[config.mk]
export PLATFORM = sky130hd
export DESIGN_NAME = fid_readout
export DESIGN_NICKNAME = d
export VERILOG_FILES = /design/src/fid_pkg.sv /design/src/fid_readout.sv /design/src/fid_table_rom.sv
export VERILOG_INCLUDE_DIRS = /design/src
export SDC_FILE = /design/constraint.sdc
export NUM_CORES = 1
export LEC_CHECK = 0
export BUFFER_PORTS_ARGS = -buffer_cell sky130_fd_sc_hd__buf_2
export CORE_MARGIN = 2
export CORE_UTILIZATION = 31
export CTS_CLUSTER_DIAMETER = 30
export DETAILED_ROUTE_END_ITERATION = 12
export MAX_ROUTING_LAYER = met4
export PLACE_DENSITY = 0.51
export REMOVE_ABC_BUFFERS = 1
export SLEW_MARGIN = 20
export SYNTH_ARGS = -nofsm -noshare
export SYNTH_HDL_FRONTEND = slang
export SYNTH_SLANG_ARGS = --single-unit
[constraint.sdc]
create_clock -name clk_i -period 4.4 [get_ports clk_i]
set_input_delay 0.66 -clock clk_i [delete_from_list [all_inputs] [get_ports clk_i]]
set_output_delay 0.66 -clock clk_i [all_outputs]
set_load 0.05 [all_outputs]
[src/fid_defs.svh]
// Purpose: shared constants of the identification and discovery-table readout
// Assumes: included by bare name
// Notes:   values are the device's; opcodes are configurable defaults
`ifndef FID_DEFS_SVH
`define FID_DEFS_SVH

`define FID_LANES          4
`define FID_BYTE_BITS      4'h8
`define FID_CMD_BITS       5'h08
`define FID_ADDR_BITS      5'h18
`define FID_DUMMY_STD      5'h08
`define FID_DUMMY_QUAD     5'h0a
`define FID_TBL_AW         11
`define FID_TBL_HDR_END    11'h00f
`define FID_TBL_PARAM_BASE 11'h030
`define FID_TBL_PARAM_END  11'h053
`define FID_TBL_PARAM_CNT  36
`define FID_TBL_HDR_CNT    16
`define FID_FILL           8'hff
`define FID_ID_PAST        8'h00
`define FID_ID_LEN_SINGLE  11'h014
`define FID_ID_LEN_MULTI   11'h003
`define FID_UID_LEN_BYTE   8'h10
`define FID_OP_CLR_FLAGS   8'hc1
`define FID_OP_ID_SINGLE   8'hc2
`define FID_OP_ID_MULTI    8'hc3
`define FID_OP_TABLE       8'hc4

`endif

[src/fid_pkg.sv]
// Purpose: types of the identification and discovery-table readout
// Assumes: nothing
// Notes:   no constants here, see fid_defs.svh
package fid_pkg;

    typedef enum logic [1:0] {
        FID_PROTO_EXT  = 2'h0,
        FID_PROTO_DUAL = 2'h1,
        FID_PROTO_QUAD = 2'h2
    } fid_proto_type;

    // gray along cmd -> addr -> dummy -> data
    typedef enum logic [2:0] {
        FID_ST_CMD    = 3'h0,
        FID_ST_ADDR   = 3'h1,
        FID_ST_DUMMY  = 3'h3,
        FID_ST_DATA   = 3'h7,
        FID_ST_IGNORE = 3'h4
    } fid_state_type;

    typedef enum logic [1:0] {
        FID_SRC_ID_SINGLE = 2'h0,
        FID_SRC_ID_MULTI  = 2'h1,
        FID_SRC_TABLE     = 2'h2
    } fid_src_type;

endpackage : fid_pkg

[src/fid_readout.sv]
// Purpose: flag-clear, identification reads and discovery-table read of a serial flash
// Assumes: host drives select, serial clock and lanes; pins are asynchronous to clk_i
// Notes:   serial clock must be well below clk_i/4; data changes on falling serial edges
`timescale 1ns/100ps
`include "fid_defs.svh"
module fid_readout #(
    parameter logic [7:0]   MANUF_CODE    = 8'h5a,  // arbitrary value
    parameter logic [7:0]   MEM_TYPE_CODE = 8'h3c,  // arbitrary value
    parameter logic [7:0]   CAPACITY_CODE = 8'h0f,  // arbitrary value
    parameter logic         PROT_SCHEME   = 1'b0,
    parameter logic         EXEC_NREQ     = 1'b0,
    parameter logic         RESET_PIN     = 1'b0,
    parameter logic         ADDR_BY_BYTE  = 1'b0,
    parameter logic [1:0]   ARCH_CODE     = 2'h0,
    parameter logic [7:0]   EXT_ID2       = 8'h00,  // arbitrary value
    parameter logic [111:0] FACTORY_DATA  = '0,     // arbitrary value
    parameter logic [7:0]   ERASE4K_CODE  = 8'h5e,  // arbitrary value
    parameter logic [7:0]   OP_CLR_FLAGS  = `FID_OP_CLR_FLAGS,
    parameter logic [7:0]   OP_ID_SINGLE  = `FID_OP_ID_SINGLE,
    parameter logic [7:0]   OP_ID_MULTI   = `FID_OP_ID_MULTI,
    parameter logic [7:0]   OP_TABLE      = `FID_OP_TABLE
) (
    input  wire logic                  clk_i,
    input  wire logic                  rst_n_i,
    input  wire logic                  sel_n_i,
    input  wire logic                  sclk_i,
    input  wire logic [`FID_LANES-1:0] dq_i,
    input  wire fid_pkg::fid_proto_type proto_i,
    input  wire logic                  busy_i,
    output logic      [`FID_LANES-1:0] dq_o,
    output logic      [`FID_LANES-1:0] dq_oe_o,
    output logic                       clear_flags_o
);
    // two-flop synchronisers, q1 read only by q2
    logic                  sel_q1_r, sel_q2_r;
    logic                  clk_q1_r, clk_q2_r, clk_q3_r;
    logic [`FID_LANES-1:0] dq_q1_r, dq_q2_r;

    fid_pkg::fid_state_type state_r,  state_nxt;
    fid_pkg::fid_src_type   src_r,    src_nxt;
    logic [4:0]             cnt_r,    cnt_nxt;
    logic [23:0]            sh_r,     sh_nxt;
    logic [`FID_TBL_AW-1:0] ptr_r,    ptr_nxt;
    logic [7:0]             out_r,    out_nxt;
    logic [3:0]             obits_r,  obits_nxt;
    logic [`FID_LANES-1:0]  dq_r,     dq_nxt;
    logic [`FID_LANES-1:0]  oe_r,     oe_nxt;
    logic                   clr_r,    clr_nxt;

    logic       rise, fall;
    logic [2:0] in_w, out_w;
    logic [4:0] dummy_cnt;
    logic [7:0] rom_q, cur_byte, byte_w;
    logic       cmd_done;

    function automatic logic [2:0] lanes(input fid_pkg::fid_proto_type p);
        unique case (p)
            fid_pkg::FID_PROTO_EXT:  lanes = 3'h1;
            fid_pkg::FID_PROTO_DUAL: lanes = 3'h2;
            fid_pkg::FID_PROTO_QUAD: lanes = 3'h4;
            default:                 lanes = 3'h1;
        endcase
    endfunction : lanes

    function automatic logic [23:0] shift_in(input logic [23:0] s, input logic [3:0] d, input logic [2:0] w);
        unique case (w)
            3'h4:    shift_in = {s[19:0], d[3:0]};
            3'h2:    shift_in = {s[21:0], d[1:0]};
            default: shift_in = {s[22:0], d[0]};
        endcase
    endfunction : shift_in

    function automatic logic [7:0] ident_byte(input logic [`FID_TBL_AW-1:0] i, input logic multi);
        logic [3:0] k;
        k = 4'(i - 11'h005);
        ident_byte = `FID_ID_PAST;
        if (i < (multi ? `FID_ID_LEN_MULTI : `FID_ID_LEN_SINGLE)) begin
            unique case (i)
                11'h000: ident_byte = MANUF_CODE;
                11'h001: ident_byte = MEM_TYPE_CODE;
                11'h002: ident_byte = CAPACITY_CODE;
                11'h003: ident_byte = `FID_UID_LEN_BYTE;
                11'h004: ident_byte = {2'h0, PROT_SCHEME, EXEC_NREQ, RESET_PIN, ADDR_BY_BYTE, ARCH_CODE};
                11'h005: ident_byte = EXT_ID2;
                default: ident_byte = FACTORY_DATA[8'(8'd111 - {k - 4'h1, 3'h0}) -: 8];
            endcase
        end
    endfunction : ident_byte

    fid_table_rom #(
        .ERASE4K_CODE (ERASE4K_CODE)
    ) u_rom (
        .clk_i   (clk_i),
        .rst_n_i (rst_n_i),
        .addr_i  (ptr_r),
        .data_o  (rom_q)
    );

    assign rise      = clk_q2_r & ~clk_q3_r;
    assign fall      = ~clk_q2_r & clk_q3_r;
    assign in_w      = lanes(proto_i);
    assign dummy_cnt = (proto_i == fid_pkg::FID_PROTO_QUAD) ? `FID_DUMMY_QUAD : `FID_DUMMY_STD;
    assign out_w     = (src_r == fid_pkg::FID_SRC_ID_SINGLE) ? 3'h1 :
                       (src_r == fid_pkg::FID_SRC_ID_MULTI)  ? 3'h2 : in_w;
    assign cur_byte  = (src_r == fid_pkg::FID_SRC_TABLE) ? rom_q :
                       ident_byte(ptr_r, src_r == fid_pkg::FID_SRC_ID_MULTI);
    assign byte_w    = (obits_r == 4'h0) ? cur_byte : out_r;
    assign cmd_done  = !sel_q2_r && rise && state_r == fid_pkg::FID_ST_CMD &&
                       5'(cnt_r + {2'h0, in_w}) == `FID_CMD_BITS;

    always_comb begin
        state_nxt = state_r;
        src_nxt   = src_r;
        cnt_nxt   = cnt_r;
        sh_nxt    = sh_r;
        ptr_nxt   = ptr_r;
        out_nxt   = out_r;
        obits_nxt = obits_r;
        dq_nxt    = dq_r;
        oe_nxt    = oe_r;
        clr_nxt   = 1'b0;
        if (sel_q2_r) begin
            state_nxt = fid_pkg::FID_ST_CMD;
            cnt_nxt   = 5'h00;
            obits_nxt = 4'h0;
            oe_nxt    = '0;
        end else if (rise) begin
            unique case (state_r)
                fid_pkg::FID_ST_CMD: begin
                    sh_nxt  = shift_in(sh_r, dq_q2_r, in_w);
                    cnt_nxt = 5'(cnt_r + {2'h0, in_w});
                    if (cmd_done) begin
                        state_nxt = fid_pkg::FID_ST_IGNORE;
                        cnt_nxt   = 5'h00;
                        ptr_nxt   = '0;
                        if (sh_nxt[7:0] == OP_CLR_FLAGS) begin
                            clr_nxt = 1'b1;
                        end else if (sh_nxt[7:0] == OP_ID_SINGLE && !busy_i &&
                                     proto_i == fid_pkg::FID_PROTO_EXT) begin
                            state_nxt = fid_pkg::FID_ST_DATA;
                            src_nxt   = fid_pkg::FID_SRC_ID_SINGLE;
                        end else if (sh_nxt[7:0] == OP_ID_MULTI && !busy_i &&
                                     proto_i != fid_pkg::FID_PROTO_EXT) begin
                            state_nxt = fid_pkg::FID_ST_DATA;
                            src_nxt   = fid_pkg::FID_SRC_ID_MULTI;
                        end else if (sh_nxt[7:0] == OP_TABLE) begin
                            state_nxt = fid_pkg::FID_ST_ADDR;
                        end
                    end
                end
                fid_pkg::FID_ST_ADDR: begin
                    sh_nxt  = shift_in(sh_r, dq_q2_r, in_w);
                    cnt_nxt = 5'(cnt_r + {2'h0, in_w});
                    if (cnt_nxt == `FID_ADDR_BITS) begin
                        ptr_nxt   = sh_nxt[`FID_TBL_AW-1:0];
                        cnt_nxt   = 5'h00;
                        state_nxt = fid_pkg::FID_ST_DUMMY;
                    end
                end
                fid_pkg::FID_ST_DUMMY: begin
                    cnt_nxt = 5'(cnt_r + 5'h01);
                    if (cnt_nxt == dummy_cnt) begin
                        state_nxt = fid_pkg::FID_ST_DATA;
                        src_nxt   = fid_pkg::FID_SRC_TABLE;
                    end
                end
                fid_pkg::FID_ST_DATA, fid_pkg::FID_ST_IGNORE: begin
                end
                default: state_nxt = fid_pkg::FID_ST_IGNORE;
            endcase
        end else if (fall && state_r == fid_pkg::FID_ST_DATA) begin
            dq_nxt = '0;
            unique case (out_w)
                3'h4: begin
                    dq_nxt = byte_w[7:4];
                    oe_nxt = 4'hf;
                end
                3'h2: begin
                    dq_nxt[1:0] = byte_w[7:6];
                    oe_nxt      = 4'h3;
                end
                default: begin
                    if (src_r == fid_pkg::FID_SRC_ID_SINGLE) begin
                        dq_nxt[0] = byte_w[7];
                        oe_nxt    = 4'h1;
                    end else begin
                        dq_nxt[1] = byte_w[7];
                        oe_nxt    = 4'h2;
                    end
                end
            endcase
            out_nxt   = byte_w << out_w;
            obits_nxt = 4'(((obits_r == 4'h0) ? `FID_BYTE_BITS : obits_r) - {1'b0, out_w});
            if (obits_nxt == 4'h0) begin
                // no burst wrap: pointer just counts and rolls at table size
                ptr_nxt = `FID_TBL_AW'(ptr_r + 1'b1);
            end
        end
    end

    always_ff @(posedge clk_i) begin
        if (!rst_n_i) begin
            sel_q1_r <= 1'b1;
            sel_q2_r <= 1'b1;
            clk_q1_r <= 1'b0;
            clk_q2_r <= 1'b0;
            clk_q3_r <= 1'b0;
            dq_q1_r  <= '0;
            dq_q2_r  <= '0;
            state_r  <= fid_pkg::FID_ST_CMD;
            src_r    <= fid_pkg::FID_SRC_ID_SINGLE;
            cnt_r    <= 5'h00;
            sh_r     <= 24'h000000;
            ptr_r    <= '0;
            out_r    <= 8'h00;
            obits_r  <= 4'h0;
            dq_r     <= '0;
            oe_r     <= '0;
            clr_r    <= 1'b0;
        end else begin
            sel_q1_r <= sel_n_i;
            sel_q2_r <= sel_q1_r;
            clk_q1_r <= sclk_i;
            clk_q2_r <= clk_q1_r;
            clk_q3_r <= clk_q2_r;
            dq_q1_r  <= dq_i;
            dq_q2_r  <= dq_q1_r;
            state_r  <= state_nxt;
            src_r    <= src_nxt;
            cnt_r    <= cnt_nxt;
            sh_r     <= sh_nxt;
            ptr_r    <= ptr_nxt;
            out_r    <= out_nxt;
            obits_r  <= obits_nxt;
            dq_r     <= dq_nxt;
            oe_r     <= oe_nxt;
            clr_r    <= clr_nxt;
        end
    end

    assign dq_o          = dq_r;
    assign dq_oe_o       = oe_r;
    assign clear_flags_o = clr_r;
endmodule : fid_readout

[src/fid_table_rom.sv]
// Purpose: discovery parameter table, registered read
// Assumes: address is stable for a cycle before data is used
// Notes:   table is 2048 bytes; undefined locations read erased
`timescale 1ns/100ps
`include "fid_defs.svh"
module fid_table_rom #(
    parameter logic [7:0] ERASE4K_CODE = 8'h5e
) (
    input  wire logic                   clk_i,
    input  wire logic                   rst_n_i,
    input  wire logic [`FID_TBL_AW-1:0] addr_i,
    output logic      [7:0]             data_o
);
    localparam logic [7:0] HDR [0:`FID_TBL_HDR_CNT-1] = '{
        8'h53, 8'h46, 8'h44, 8'h50, 8'h00, 8'h01, 8'h00, 8'hff,
        8'h00, 8'h00, 8'h01, 8'h09, 8'h30, 8'h00, 8'h00, 8'hff};
    localparam logic [7:0] PRM [0:`FID_TBL_PARAM_CNT-1] = '{
        8'he5, ERASE4K_CODE, 8'hf1, 8'hff,
        8'hff, 8'hff, 8'hff, 8'h01,
        8'h29, 8'heb, 8'h27, 8'h6b,
        8'h08, 8'h3b, 8'h27, 8'hbb,
        8'hff, 8'hff, 8'hff, 8'hff, 8'hff, 8'hff, 8'h27, 8'hbb,
        8'hff, 8'hff, 8'h29, 8'heb,
        8'h0c, ERASE4K_CODE, 8'h10, 8'hd8,
        8'h00, 8'h00, 8'h00, 8'h00};

    logic [7:0] data_r;
    logic [7:0] data_nxt;

    always_comb begin
        data_nxt = `FID_FILL;
        if (addr_i <= `FID_TBL_HDR_END) begin
            data_nxt = HDR[addr_i[3:0]];
        end else if (addr_i >= `FID_TBL_PARAM_BASE && addr_i <= `FID_TBL_PARAM_END) begin
            data_nxt = PRM[6'(addr_i - `FID_TBL_PARAM_BASE)];
        end
    end

    always_ff @(posedge clk_i) begin
        if (!rst_n_i) begin
            data_r <= `FID_FILL;
        end else begin
            data_r <= data_nxt;
        end
    end

    assign data_o = data_r;
endmodule : fid_table_rom
==> impl_results.rst, run 1 <==
.. list-table::
   :header-rows: 1

   * - Metric
     - Value
   * - Crit share post-route
     - 0.7621
   * - TritonRoute pass-1 iters
     - 5
   * - Transition time at the pin with the least slew margin
     - 0.9761 ns
   * - Top fanout value on the critical path
     - 15
   * - Growth of design area from synthesis to finish
     - 11.76%
   * - Syn Std Cell Area
     - 5020 µm²
   * - Die height
     - 131.3 µm
   * - Unrepaired setup endpoints after global routing
     - false
   * - Share of flip-flops with an asynchronous set or reset
     - 0
   * - Remaining number of nets flagged by the antenna check after routing
     - 0
   * - Worst hold slack across all endpoints
     - 0.4208 ns
   * - Endpoint type of the worst setup path
     - register
   * - Cell Pwr Density
     - 294.9 nW/µm²
   * - Clk pin slew, worst setup/hold paths
     - 0.06 ns
   * - DPL Wire Length
     - 9631 µm
   * - Area of all placed cells without fillers
     - 5610 µm²
   * - Top achievable clock speed
     - 298.2 MHz
   * - Htree depth
     - 3
   * - Count of filler cells inserted in the layout
     - 1,674
   * - Instance area after placement
     - 5240 µm²
   * - Length in cells of the worst reg-to-reg path
     - 11
   * - Post-Route Skew
     - 0.009740 ns
   * - Slowest Stage Delay on Critical Path
     - 0.44 ns
   * - Worst setup path class
     - in2reg
   * - Cell at the root of the clock tree
     - clkbuf_16
   * - Number of rows in the core area
     - 46
   * - Dominant register cell in the synthesized netlist
     - dfxtp_1
   * - Total routed wirelength
     - 13,330 µm
   * - Normalized max-slew margin
     - 0.3484
   * - Distinct cell type count of the synthesized netlist
     - 82
   * - Clock Power Share
     - 0.550
   * - Worst hold path class
     - reg2reg
   * - Pleak
     - 2.144 nW
   * - Global-route wire length before repair
     - 22,470 µm
   * - Weighted congestion at the end of routability-driven global placement
     - 0.8615
   * - Number of vias per cell
     - 5.369
   * - Worst-case setup slack after placement
     - 0.7040 ns
   * - Part of the power in combinational logic
     - 0.049
   * - Clock latency reported for the late side of the worst-skew pair
     - 0.34 ns
   * - Most frequent cell after synthesis
     - dfxtp_1
   * - Final critical path time including I/O delays and setup
     - 3.353 ns
   * - Number of failing setup endpoints in the final timing report
     - 0
   * - Number of cells produced by synthesis
     - 633
   * - Layout cells sized above 1
     - 0.1153
   * - Maximum vdd ir drop
     - 178.4 µV
   * - Count of maximum capacitance violations
     - 0
   * - Die footprint
     - 17,230 µm²
   * - Power share of the sequential group
     - 0.401
   * - Count of flip-flops with a built-in enable after synthesis
     - 0
   * - Internal power
     - 0.001314 W
   * - Hold path cells
     - 1
   * - Launching element type of the critical path
     - input port
   * - Post-synthesis average cell area
     - 7.930 µm²
   * - Area taken by flip-flops and latches
     - 1441 µm²
   * - Critical-path top delay cell
     - a211o_2
   * - Cell repeated most along the worst path
     - inv_1
   * - Number of hold violations in the final report
     - 0
   * - Utilization after layout
     - 0.3545
   * - Total clock sinks
     - 72
   * - CTS Hold Bufs
     - 0
   * - Warnings, synthesis
     - 0
   * - CTS tree
     - done
   * - FF+latch count, synth
     - 72
   * - CP Data Required Time
     - 4.61 ns
   * - Count of nets after finishing
     - 664
   * - Reported net switching power
     - 0.0003403 W
   * - Post-CTS Setup Bufs
     - 0
   * - Largest cells by area after synthesis
     - dfxtp_1 (29%), ha_1 (6.0%), mux2i_1 (5.0%), nand2_1 (4.9%), o21ai_0 (4.1%)
   * - Number of cells upsized or downsized after cts
     - 0
   * - Synth area leader
     - dfxtp_1
   * - Fraction of post-synthesis cell area in the top cell type by area
     - 0.2871
   * - Sw frac
     - 0.2057
   * - Residual DRC
     - 0
   * - Overall die width
     - 131.3 µm
   * - Average wire length per cell after detail routing
     - 15.71 µm
   * - Initial detailed-routing violation count
     - 278
   * - Initial core utilization
     - 0.3172
   * - Aggregate negative setup slack
     - 0 ns
   * - Post-synthesis sequential area ratio
     - 0.2871
   * - Overall Global Routing Usage
     - 0.1618
   * - Result of the run
     - finished clean
   * - Total global routing overflow
     - 0
   * - Vias in the first global route
     - 4,372
   * - Number of vias in the routed layout
     - 4,558
   * - CTS buffer count
     - 9
   * - Number of antenna violations at the first check in global routing
     - 0
   * - Antenna diode count
     - 0
   * - Placeable core area
     - 15,830 µm²
   * - Buffers from clock root to sink, at most
     - 2
   * - Data arrival time of the critical path
     - 3.56 ns
   * - Fin worst setup slack
     - 1.047 ns
   * - Largest net degree at the start of global routing
     - 50
   * - Top-level port count
     - 20
   * - Area taken by multi-input logic gates
     - 3272 µm²
   * - Final number of max-transition violations
     - 0
   * - Cell Chain, Critical Path
     - buf_2, inv_1, ha_1, mux2_2, inv_1, ha_1, inv_1, fa_1, xnor2_1, and3b_1, a31oi_1, a211o_2, o211ai_1, o21ai_0
   * - Cell types with the highest counts after synthesis
     - dfxtp_1 (72), nand2_1 (65), nor2_1 (50)
   * - Count of buffers inserted at the top-level ports
     - 19
## power groups by stage
stage               Clock, W  Combinational (W)  Sequential (W)
detailed placement         0          0.0000807        0.000678
finish              0.000911          0.0000805        0.000663
CTS                 0.000932          0.0000809        0.000663
global placement           0          0.0000802        0.000678
floorplan                  0          0.0000453        0.000676
global route        0.000966          0.0000888        0.000664
## registers in the layout (all words and copies together) (netlist names), 2 cells and up
register / flops
u_rom.data_o: 8
state_r: 3
cnt_r: 5
ptr_r: 11
dq_q2_r: 4
dq_q1_r: 4
obits_r: 4
src_r: 2
sh_r: 10
out_r: 8
dq_o: 4
dq_oe_o: 3
## critical path: cells and delay by family
kind	cells	cell delay, ns
mux	1	0.39
simple gates	1	0.19
compound gates	4	0.84
fa+ha+maj	3	0.87
xor+xnor	1	0.21
buf+inv	4	0.40
## placed cells by master (no fill, tap or decap), types with 21 or more instances in the layout
cell type	instances
dfxtp_1	72
o21ai_0	41
ha_1	24
nor2_1	50
nor2b_1	21
inv_1	21
mux2i_1	25
a21oi_1	39
nand2_1	65
and2_1	23
## cells by family after synthesis
family / share of synthesized area
AND/OR/NAND/NOR: 0.2503
adder cells (fa/ha/maj): 0.06381
XOR/XNOR: 0.03240
multiplexers: 0.06780
buffers and inverters: 0.06106
AO/OA/AOI/OAI: 0.2375
flip-flops: 0.2871
## area by class of cell
cell class / count / area share
Clock inverter: 5 / 0.02275
Timing Repair Buffer: 29 / 0.03033
Clock buffer: 11 / 0.04326
Inverter: 23 / 0.01539
Sequential cell: 72 / 0.2569
Tap cell: 216 / 0.04817
Multi-Input combinational cell: 493 / 0.5832
## worst paths after layout
kind	endpoint	start	slack, ns
worst max-delay path	ptr_r[5]	proto_i[0]	1.05
worst min register to register	sel_q2_r	sel_q1_r	0.42
worst min-delay path	sel_q2_r	sel_q1_r	0.42
worst max register to register	ptr_r[5]	src_r[1]	1.16
## stage by stage
step           std cells  total power (W)
2_1_floorplan        588        0.0007216
4_1_cts              849         0.001676
3_5_place_dp         833        0.0007585
5_1_grt              849         0.001719
6_report             849         0.001655
3_3_place_gp         833        0.0007580
## per-layer routing
layer	wire length [µm]	GRT usage
met4	168	0.04831
met2	6048	0.2447
met5	0	-
met3	476	0.03356
met1	6640	0.2178
(Power assumes the default switching activity.)
==> inputs of run 2 (changes only) <==
ABC_AREA = 1   (was default)
PLACE_DENSITY = 0.52   (was 0.51)
clock period = 2.75 ns   (was 4.4 ns; I/O delays follow)
==> impl_results.rst, run 2 <==
.. list-table::
   :header-rows: 1

   * - Metric
     - Value
   * - Result of the run
     - finished clean
   * - Largest cells by area after synthesis
     - dfxtp_1 (29%), nand2_1 (13%), a21oi_1 (6.6%), inv_1 (6.5%), o21ai_0 (6.5%)
   * - Largest register by flop count
     - ptr_r
   * - Unrepaired setup endpoints after global routing
     - false
   * - Die footprint
     - 16,950 µm² (-1.6%)
   * - Launching element type of the critical path
     - input port
   * - Post-synthesis sequential area ratio
     - 0.2920 (+0.004877)
   * - Instance area after placement
     - 5490 µm² (+4.8%)
   * - Area taken by flip-flops and latches
     - 1443 µm² (about the same)
   * - Post-CTS Setup Bufs
     - 0 (unchanged)
   * - Most frequent standard cell in the layout excluding fill and tap cells
     - nand2_1
   * - Placeable core area
     - 15,710 µm² (-0.73%)
   * - Count of buffers inserted at the top-level ports
     - 19 (unchanged)
   * - Clk pin slew, worst setup/hold paths
     - 0.06 ns (about the same)
   * - Number of cells produced by synthesis
     - 766 (+21%)
   * - Pleak
     - 2.639 nW (+23%)
   * - Crit share post-route
     - 0.9192
   * - Growth of design area from synthesis to finish
     - 17.24%
   * - Layout cells sized above 1
     - 0.1548 (+0.03947)
   * - Cell Pwr Density
     - 418.3 nW/µm² (+42%)
   * - Worst reg2reg endpoint
     - ptr_r[6]
   * - Data arrival time of the critical path
     - 2.82 ns (-0.74 ns)
   * - Post-synthesis average cell area
     - 6.444 µm² (-19%)
   * - TritonRoute pass-1 iters
     - 5 (unchanged)
   * - Number of cells upsized or downsized after cts
     - 0 (unchanged)
   * - CTS tree
     - done
   * - Cell types with the highest counts after synthesis
     - nand2_1 (168), inv_1 (86), nor2_1 (84)
   * - Weighted congestion at the end of routability-driven global placement
     - 0.8983 (+4.3%)
   * - Buffers from clock root to sink, at most
     - 2 (unchanged)
   * - Residual DRC
     - 0 (unchanged)
   * - Worst hold path class
     - in2reg
   * - Distinct cell type count of the synthesized netlist
     - 50 (-39%)
   * - Final critical path time including I/O delays and setup
     - 2.528 ns
   * - Vias in the first global route
     - 4,711 (+7.8%)
   * - Most used cells in the layout excluding fill and tap cells
     - nand2_1 (167), inv_1 (85), nor2_1 (84)
   * - Most frequent cell after synthesis
     - nand2_1
   * - DPL Wire Length
     - 10,420 µm (+8.2%)
   * - Fraction of post-synthesis cell area in the top cell type by area
     - 0.2920 (+0.004877)
   * - Transition time at the pin with the least slew margin
     - 0.7775 ns (-0.1986 ns)
   * - Antenna diode count
     - 0 (unchanged)
   * - Top fanout value on the critical path
     - 11 (-4)
   * - Syn Std Cell Area
     - 4936 µm² (-1.7%)
   * - CP Data Required Time
     - 3.04 ns (-1.57 ns)
   * - End point of the worst hold path
     - clk_q1_r
   * - Area taken by multi-input logic gates
     - 2999 µm² (-8.3%)
   * - Average wire length per cell after detail routing
     - 13.29 µm (-15%)
   * - Final number of max-transition violations
     - 0 (unchanged)
   * - Endpoint type of the worst setup path
     - register
   * - Count of filler cells inserted in the layout
     - 1,717 (+2.6%)
   * - Cell at the root of the clock tree
     - clkbuf_16
   * - Utilization after layout
     - 0.3683 (+0.01382)
   * - Post-Route Skew
     - 0.008210 ns (-0.001530 ns)
   * - Normalized max-slew margin
     - 0.4798 (+0.1314)
   * - Warnings, synthesis
     - 0 (unchanged)
   * - Largest net degree at the start of global routing
     - 43 (-14%)
   * - Share of flip-flops with an asynchronous set or reset
     - 0 (unchanged)
   * - Area of all placed cells without fillers
     - 5787 µm² (+3.1%)
   * - Global-route wire length before repair
     - 23,070 µm (+2.7%)
   * - Synth area leader
     - dfxtp_1
   * - Length in cells of the worst reg-to-reg path
     - 16 (+5)
   * - Count of nets after finishing
     - 845 (+27%)
   * - Overall die width
     - 130.2 µm (-0.81%)
   * - Maximum vdd ir drop
     - 316.8 µV (+78%)
   * - Count of maximum capacitance violations
     - 0 (unchanged)
   * - Remaining number of nets flagged by the antenna check after routing
     - 0 (unchanged)
   * - Number of hold violations in the final report
     - 0 (unchanged)
   * - Top achievable clock speed
     - 395.6 MHz
   * - Dominant register cell in the synthesized netlist
     - dfxtp_1
   * - Initial core utilization
     - 0.3141 (-0.003012)
   * - Flip-flop count of the largest register after layout
     - 11 (unchanged)
   * - Worst R2R Setup Slack
     - 0.26 ns (-0.90 ns)
   * - Number of vias per cell
     - 4.834 (-10%)
   * - Number of failing setup endpoints in the final timing report
     - 0 (unchanged)
   * - Total clock sinks
     - 72 (unchanged)
   * - Clock latency reported for the late side of the worst-skew pair
     - 0.35 ns (about the same)
   * - Largest registers ranked by flip-flop count
     - ptr_r (11), sh_r (10)
   * - Total routed wirelength
     - 13,690 µm (+2.7%)
   * - Count of flip-flops with a built-in enable after synthesis
     - 0 (unchanged)
   * - Top-level port count
     - 20 (unchanged)
   * - Number of rows in the core area
     - 46 (unchanged)
   * - CTS buffer count
     - 9 (unchanged)
   * - Hold path cells
     - 3 (+2)
   * - Number of vias in the routed layout
     - 4,979 (+9.2%)
   * - Initial detailed-routing violation count
     - 449 (+62%)
   * - Worst setup path class
     - in2reg
   * - Die height
     - 130.2 µm (-0.81%)
   * - Launch instance of the worst min-delay path
     - sclk_i
   * - Total global routing overflow
     - 0 (unchanged)
   * - FF+latch count, synth
     - 72 (unchanged)
   * - Overall Global Routing Usage
     - 0.1796 (+0.01784)
   * - Beginning of the worst register-to-register path
     - src_r[0]
   * - Htree depth
     - 3 (unchanged)
   * - CTS Hold Bufs
     - 0 (unchanged)
   * - Number of antenna violations at the first check in global routing
     - 0 (unchanged)
## run 2: layer usage
| layer | wire length (µm) | global-route usage | vias up |
|---|---|---|---|
| li1 | - | - | 2614 |
| met1 | 6840 | 0.2331 | 2230 |
| met2 | 5999 | 0.2747 | 116 |
| met3 | 507 | 0.03936 | 19 |
| met4 | 344 | 0.06578 | 0 |
| met5 | 0 | - | - |
## run 2: cells by family (layout without fill, tap and decap cells)
logic type | after synthesis | in the layout | share of synthesized area
compound gates | 171 | 171 | 0.1927
buf+inv | 127 | 175 | 0.1044
fa+ha+maj | 25 | 25 | 0.06489
flops | 72 | 72 | 0.2920
simple gates | 360 | 360 | 0.3227
xor+xnor | 11 | 11 | 0.02332
## run 2: how the worst max path moves through the flow
stage | slack [ns] | cells after the start | end | start
after floorplan | -0.48 | 14 | ptr_r[6] | proto_i[0]
after detailed placement | -0.16 | 17 | ptr_r[4] | proto_i[0]
final | 0.22 | 17 | ptr_r[6] | proto_i[0]
after global routing | 0.02 | 18 | ptr_r[0] | proto_i[0]
after global placement | -0.08 | 18 | ptr_r[6] | proto_i[0]
after CTS | 0.08 | 16 | ptr_r[4] | src_r[1]
## run 2: layout make-up
class,instances,share of cell area
sequential,72,0.2493
clock inverter,5,0.005622
timing repair buffer,62,0.07438
tap,216,0.04670
clock buffer,11,0.04195
inverter,97,0.06378
multi-input combinational,567,0.5183
## run 2: worst max-delay path: stages
cell and delay, ns:
buf_2 0.09, inv_1 0.05, ha_1 0.35, o21ai_0 0.16, buf_4 0.13, ha_1 0.16, inv_1 0.05, fa_1 0.37
xor2_1 0.17, inv_1 0.07, nand4_1 0.11, o21ai_2 0.21, buf_12 0.16, nand2_4 0.06, clkinv_4 0.10, nor2_1 0.04
nor2_1 0.10
## run 2: power breakdown
part / leakage, nW / internal [W] / total, W / switching, W
clock network: 0.139 / 0.000633 / 0.00110 / 0.000465
logic: 1.91 / 0.0000924 / 0.000245 / 0.000152
registers: 0.585 / 0.00106 / 0.00108 / 0.0000125
total: 2.64 / 0.00179 / 0.00242 / 0.000630
## run 2: per-stage QoR
stage | hold slack, ns | setup TNS (ns) | instances | power, W | setup WS, ns
after CTS | 0.2295 | 0 | 1030 | 0.002458 | 0.07569
after global routing | 0.2430 | 0 | 1030 | 0.002533 | 0.01876
final | 0.2423 | 0 | 1030 | 0.002421 | 0.2223
after global placement | 0.3931 | -0.7217 | 1014 | 0.001347 | -0.08176
after floorplan | 0.3900 | -5.155 | 736 | 0.001243 | -0.4759
after detailed placement | 0.3997 | -1.549 | 1014 | 0.001345 | -0.1566
==> inputs of run 3 (changes only) <==
PLACE_DENSITY = 0.51   (was 0.52)
clock period = 2.88 ns   (was 2.75 ns; I/O delays follow)
==> impl_results.rst, run 3 (synthesis results as in run 2) <==
.. list-table::
   :header-rows: 1

   * - Metric
     - Value
   * - Result of the run
     - finished clean
   * - Cell family contributing the most delay on the critical path
     - simple AND/OR/NAND/NOR gates
   * - Count of filler cells inserted in the layout
     - 1,729 (+0.70%)
   * - Number of rows in the core area
     - 46 (unchanged)
   * - Largest registers ranked by flip-flop count
     - ptr_r (11), sh_r (10)
   * - Residual DRC
     - 0 (unchanged)
   * - CTS buffer count
     - 9 (unchanged)
   * - Count of nets after finishing
     - 835 (-1.2%)
   * - Endpoint type of the worst setup path
     - register
   * - CP Data Required Time
     - 3.16 ns (+0.12 ns)
   * - Crit share post-route
     - 0.8839
   * - Area taken by flip-flops and latches
     - 1441 µm² (about the same)
   * - Number of cells upsized or downsized after cts
     - 0 (unchanged)
   * - TritonRoute pass-1 iters
     - 5 (unchanged)
   * - CTS Hold Bufs
     - 0 (unchanged)
   * - Worst setup path class
     - reg2reg
   * - Top-level port count
     - 20 (unchanged)
   * - Number of hold violations in the final report
     - 0 (unchanged)
   * - Most used cells in the layout excluding fill and tap cells
     - nand2_1 (168), inv_1 (86), nor2_1 (84)
   * - Initial core utilization
     - 0.3141 (unchanged)
   * - Number of vias in the routed layout
     - 4,908 (-1.4%)
   * - Transition time at the pin with the least slew margin
     - 0.7780 ns (+0.0005577 ns)
   * - Vias in the first global route
     - 4,507 (-4.3%)
   * - Final critical path time including I/O delays and setup
     - 2.546 ns
   * - Top achievable clock speed
     - 392.8 MHz
   * - Normalized max-slew margin
     - 0.4794 (about the same)
   * - Die height
     - 130.2 µm (unchanged)
   * - Layout cells sized above 1
     - 0.1395 (-0.01531)
   * - CTS tree
     - done
   * - Most frequent standard cell in the layout excluding fill and tap cells
     - nand2_1
   * - Overall Global Routing Usage
     - 0.1784 (-0.001249)
   * - Largest register by flop count
     - ptr_r
   * - Flip-flop count of the largest register after layout
     - 11 (unchanged)
   * - Maximum vdd ir drop
     - 257.2 µV (-19%)
   * - Die footprint
     - 16,950 µm² (unchanged)
   * - Post-Route Skew
     - 0.01123 ns (+0.003018 ns)
   * - Count of buffers inserted at the top-level ports
     - 19 (unchanged)
   * - Hold path cells
     - 3 (unchanged)
   * - Cell Pwr Density
     - 410.1 nW/µm² (-2.0%)
   * - WP buf/inv
     - 5 (-2)
   * - Remaining number of nets flagged by the antenna check after routing
     - 0 (unchanged)
   * - Number of failing setup endpoints in the final timing report
     - 0 (unchanged)
   * - Post-CTS Setup Bufs
     - 0 (unchanged)
   * - Worst reg2reg endpoint
     - ptr_r[3]
   * - Overall die width
     - 130.2 µm (unchanged)
   * - Utilization after layout
     - 0.3629 (-0.005415)
   * - Number of antenna violations at the first check in global routing
     - 0 (unchanged)
   * - DPL Wire Length
     - 10,480 µm (+0.54%)
   * - Cell repeated most along the worst path
     - inv_1
   * - Clk pin slew, worst setup/hold paths
     - 0.06 ns (about the same)
   * - Worst hold path class
     - in2reg
   * - Slowest Stage Delay on Critical Path
     - 0.38 ns (about the same)
   * - Launch instance of the worst min-delay path
     - sclk_i
   * - Average wire length per cell after detail routing
     - 13.75 µm (+3.4%)
   * - Growth of design area from synthesis to finish
     - 15.51%
   * - Top fanout value on the critical path
     - 11 (unchanged)
   * - Number of vias per cell
     - 4.816 (-0.36%)
   * - Clock latency reported for the late side of the worst-skew pair
     - 0.34 ns (about the same)
   * - Pleak
     - 2.580 nW (-2.3%)
   * - Beginning of the worst register-to-register path
     - src_r[1]
   * - End point of the worst hold path
     - clk_q1_r
   * - Cell Chain, Critical Path
     - inv_1, nand2_1, inv_1, nor3_2, inv_1, ha_1, nand2_1, o21ai_1, xor2_1, nand4_1, o21ai_2, buf_12, nand2_4, clkinv_4, nor2_1, nor2_1
   * - Antenna diode count
     - 0 (unchanged)
   * - Buffers from clock root to sink, at most
     - 2 (unchanged)
   * - Initial detailed-routing violation count
     - 530 (+18%)
   * - Total global routing overflow
     - 0 (unchanged)
   * - Area taken by multi-input logic gates
     - 2984 µm² (-0.50%)
   * - Data arrival time of the critical path
     - 2.83 ns (about the same)
   * - Launching element type of the critical path
     - register
   * - Worst R2R Setup Slack
     - 0.33 ns (+0.07 ns)
   * - Aggregate negative setup slack
     - 0 ns (unchanged)
   * - Global-route wire length before repair
     - 22,930 µm (-0.63%)
   * - Total power after layout
     - 0.002338 W (-3.4%)
   * - Final number of max-transition violations
     - 0 (unchanged)
   * - Total clock sinks
     - 72 (unchanged)
   * - Total routed wirelength
     - 14,010 µm (+2.3%)
   * - Unrepaired setup endpoints after global routing
     - false
   * - Htree depth
     - 3 (unchanged)
   * - Critical-path top delay cell
     - dfxtp_1
   * - Count of maximum capacitance violations
     - 0 (unchanged)
   * - Largest net degree at the start of global routing
     - 43 (unchanged)
   * - Placeable core area
     - 15,710 µm² (unchanged)
   * - Length in cells of the worst reg-to-reg path
     - 16 (unchanged)
   * - Cell at the root of the clock tree
     - clkbuf_16
   * - Weighted congestion at the end of routability-driven global placement
     - 0.8747 (-2.6%)
-- run 3: worst reg2reg max path, cell delays in order (launching register included) --
cell and delay (ns):
dfxtp_1 0.38, inv_1 0.10, nand2_1 0.13, inv_1 0.09, nor3_2 0.13, inv_1 0.08
ha_1 0.33, nand2_1 0.07, o21ai_1 0.15, xor2_1 0.24, nand4_1 0.14, o21ai_2 0.18
buf_12 0.16, nand2_4 0.07, clkinv_4 0.10, nor2_1 0.05, nor2_1 0.09
-- run 3: how the worst max path moves through the flow --
stage,startpoint,to,slack [ns],cells past startpoint
5_1_grt,src_r[1],ptr_r[7],0.03,16
3_5_place_dp,proto_i[0],ptr_r[10],-0.03,17
6_report,src_r[1],ptr_r[3],0.33,16
4_1_cts,src_r[1],ptr_r[10],0.19,16
2_1_floorplan,proto_i[0],ptr_r[6],-0.37,14
3_3_place_gp,proto_i[0],ptr_r[6],0.03,18
-- run 3: routing by layer --
metal	track usage	routed length, µm
met1	0.2403	7076
met2	0.2747	6232
met3	0.02993	507
met4	0.05313	196
met5	-	0
-- run 3: cell type report --
| type | count | share of cell area |
|---|---|---|
| multi-input combinational | 567 | 0.5234 |
| sequential | 72 | 0.2528 |
| inverter | 97 | 0.06474 |
| timing repair buffer | 52 | 0.06232 |
| tap | 216 | 0.04740 |
| clock buffer | 11 | 0.04433 |
| clock inverter | 4 | 0.005047 |
-- run 3: report_power, final --
group | switching, W | internal, W | leakage [nW]
registers | 0.0000108 | 0.00102 | 0.585
logic | 0.000150 | 0.0000831 | 1.86
clock network | 0.000451 | 0.000627 | 0.134
-- run 3: metrics by stage --
step | setup WS, ns | cell area [µm²] | instances | hold slack [ns]
global placement | 0.02927 | 5415 | 1004 | 0.3926
detailed placement | -0.02636 | 5415 | 1004 | 0.4000
global route | 0.03271 | 5702 | 1019 | 0.2707
CTS | 0.1929 | 5697 | 1019 | 0.2579
floorplan | -0.3654 | 4790 | 736 | 0.3900
finish | 0.3344 | 5702 | 1019 | 0.2666
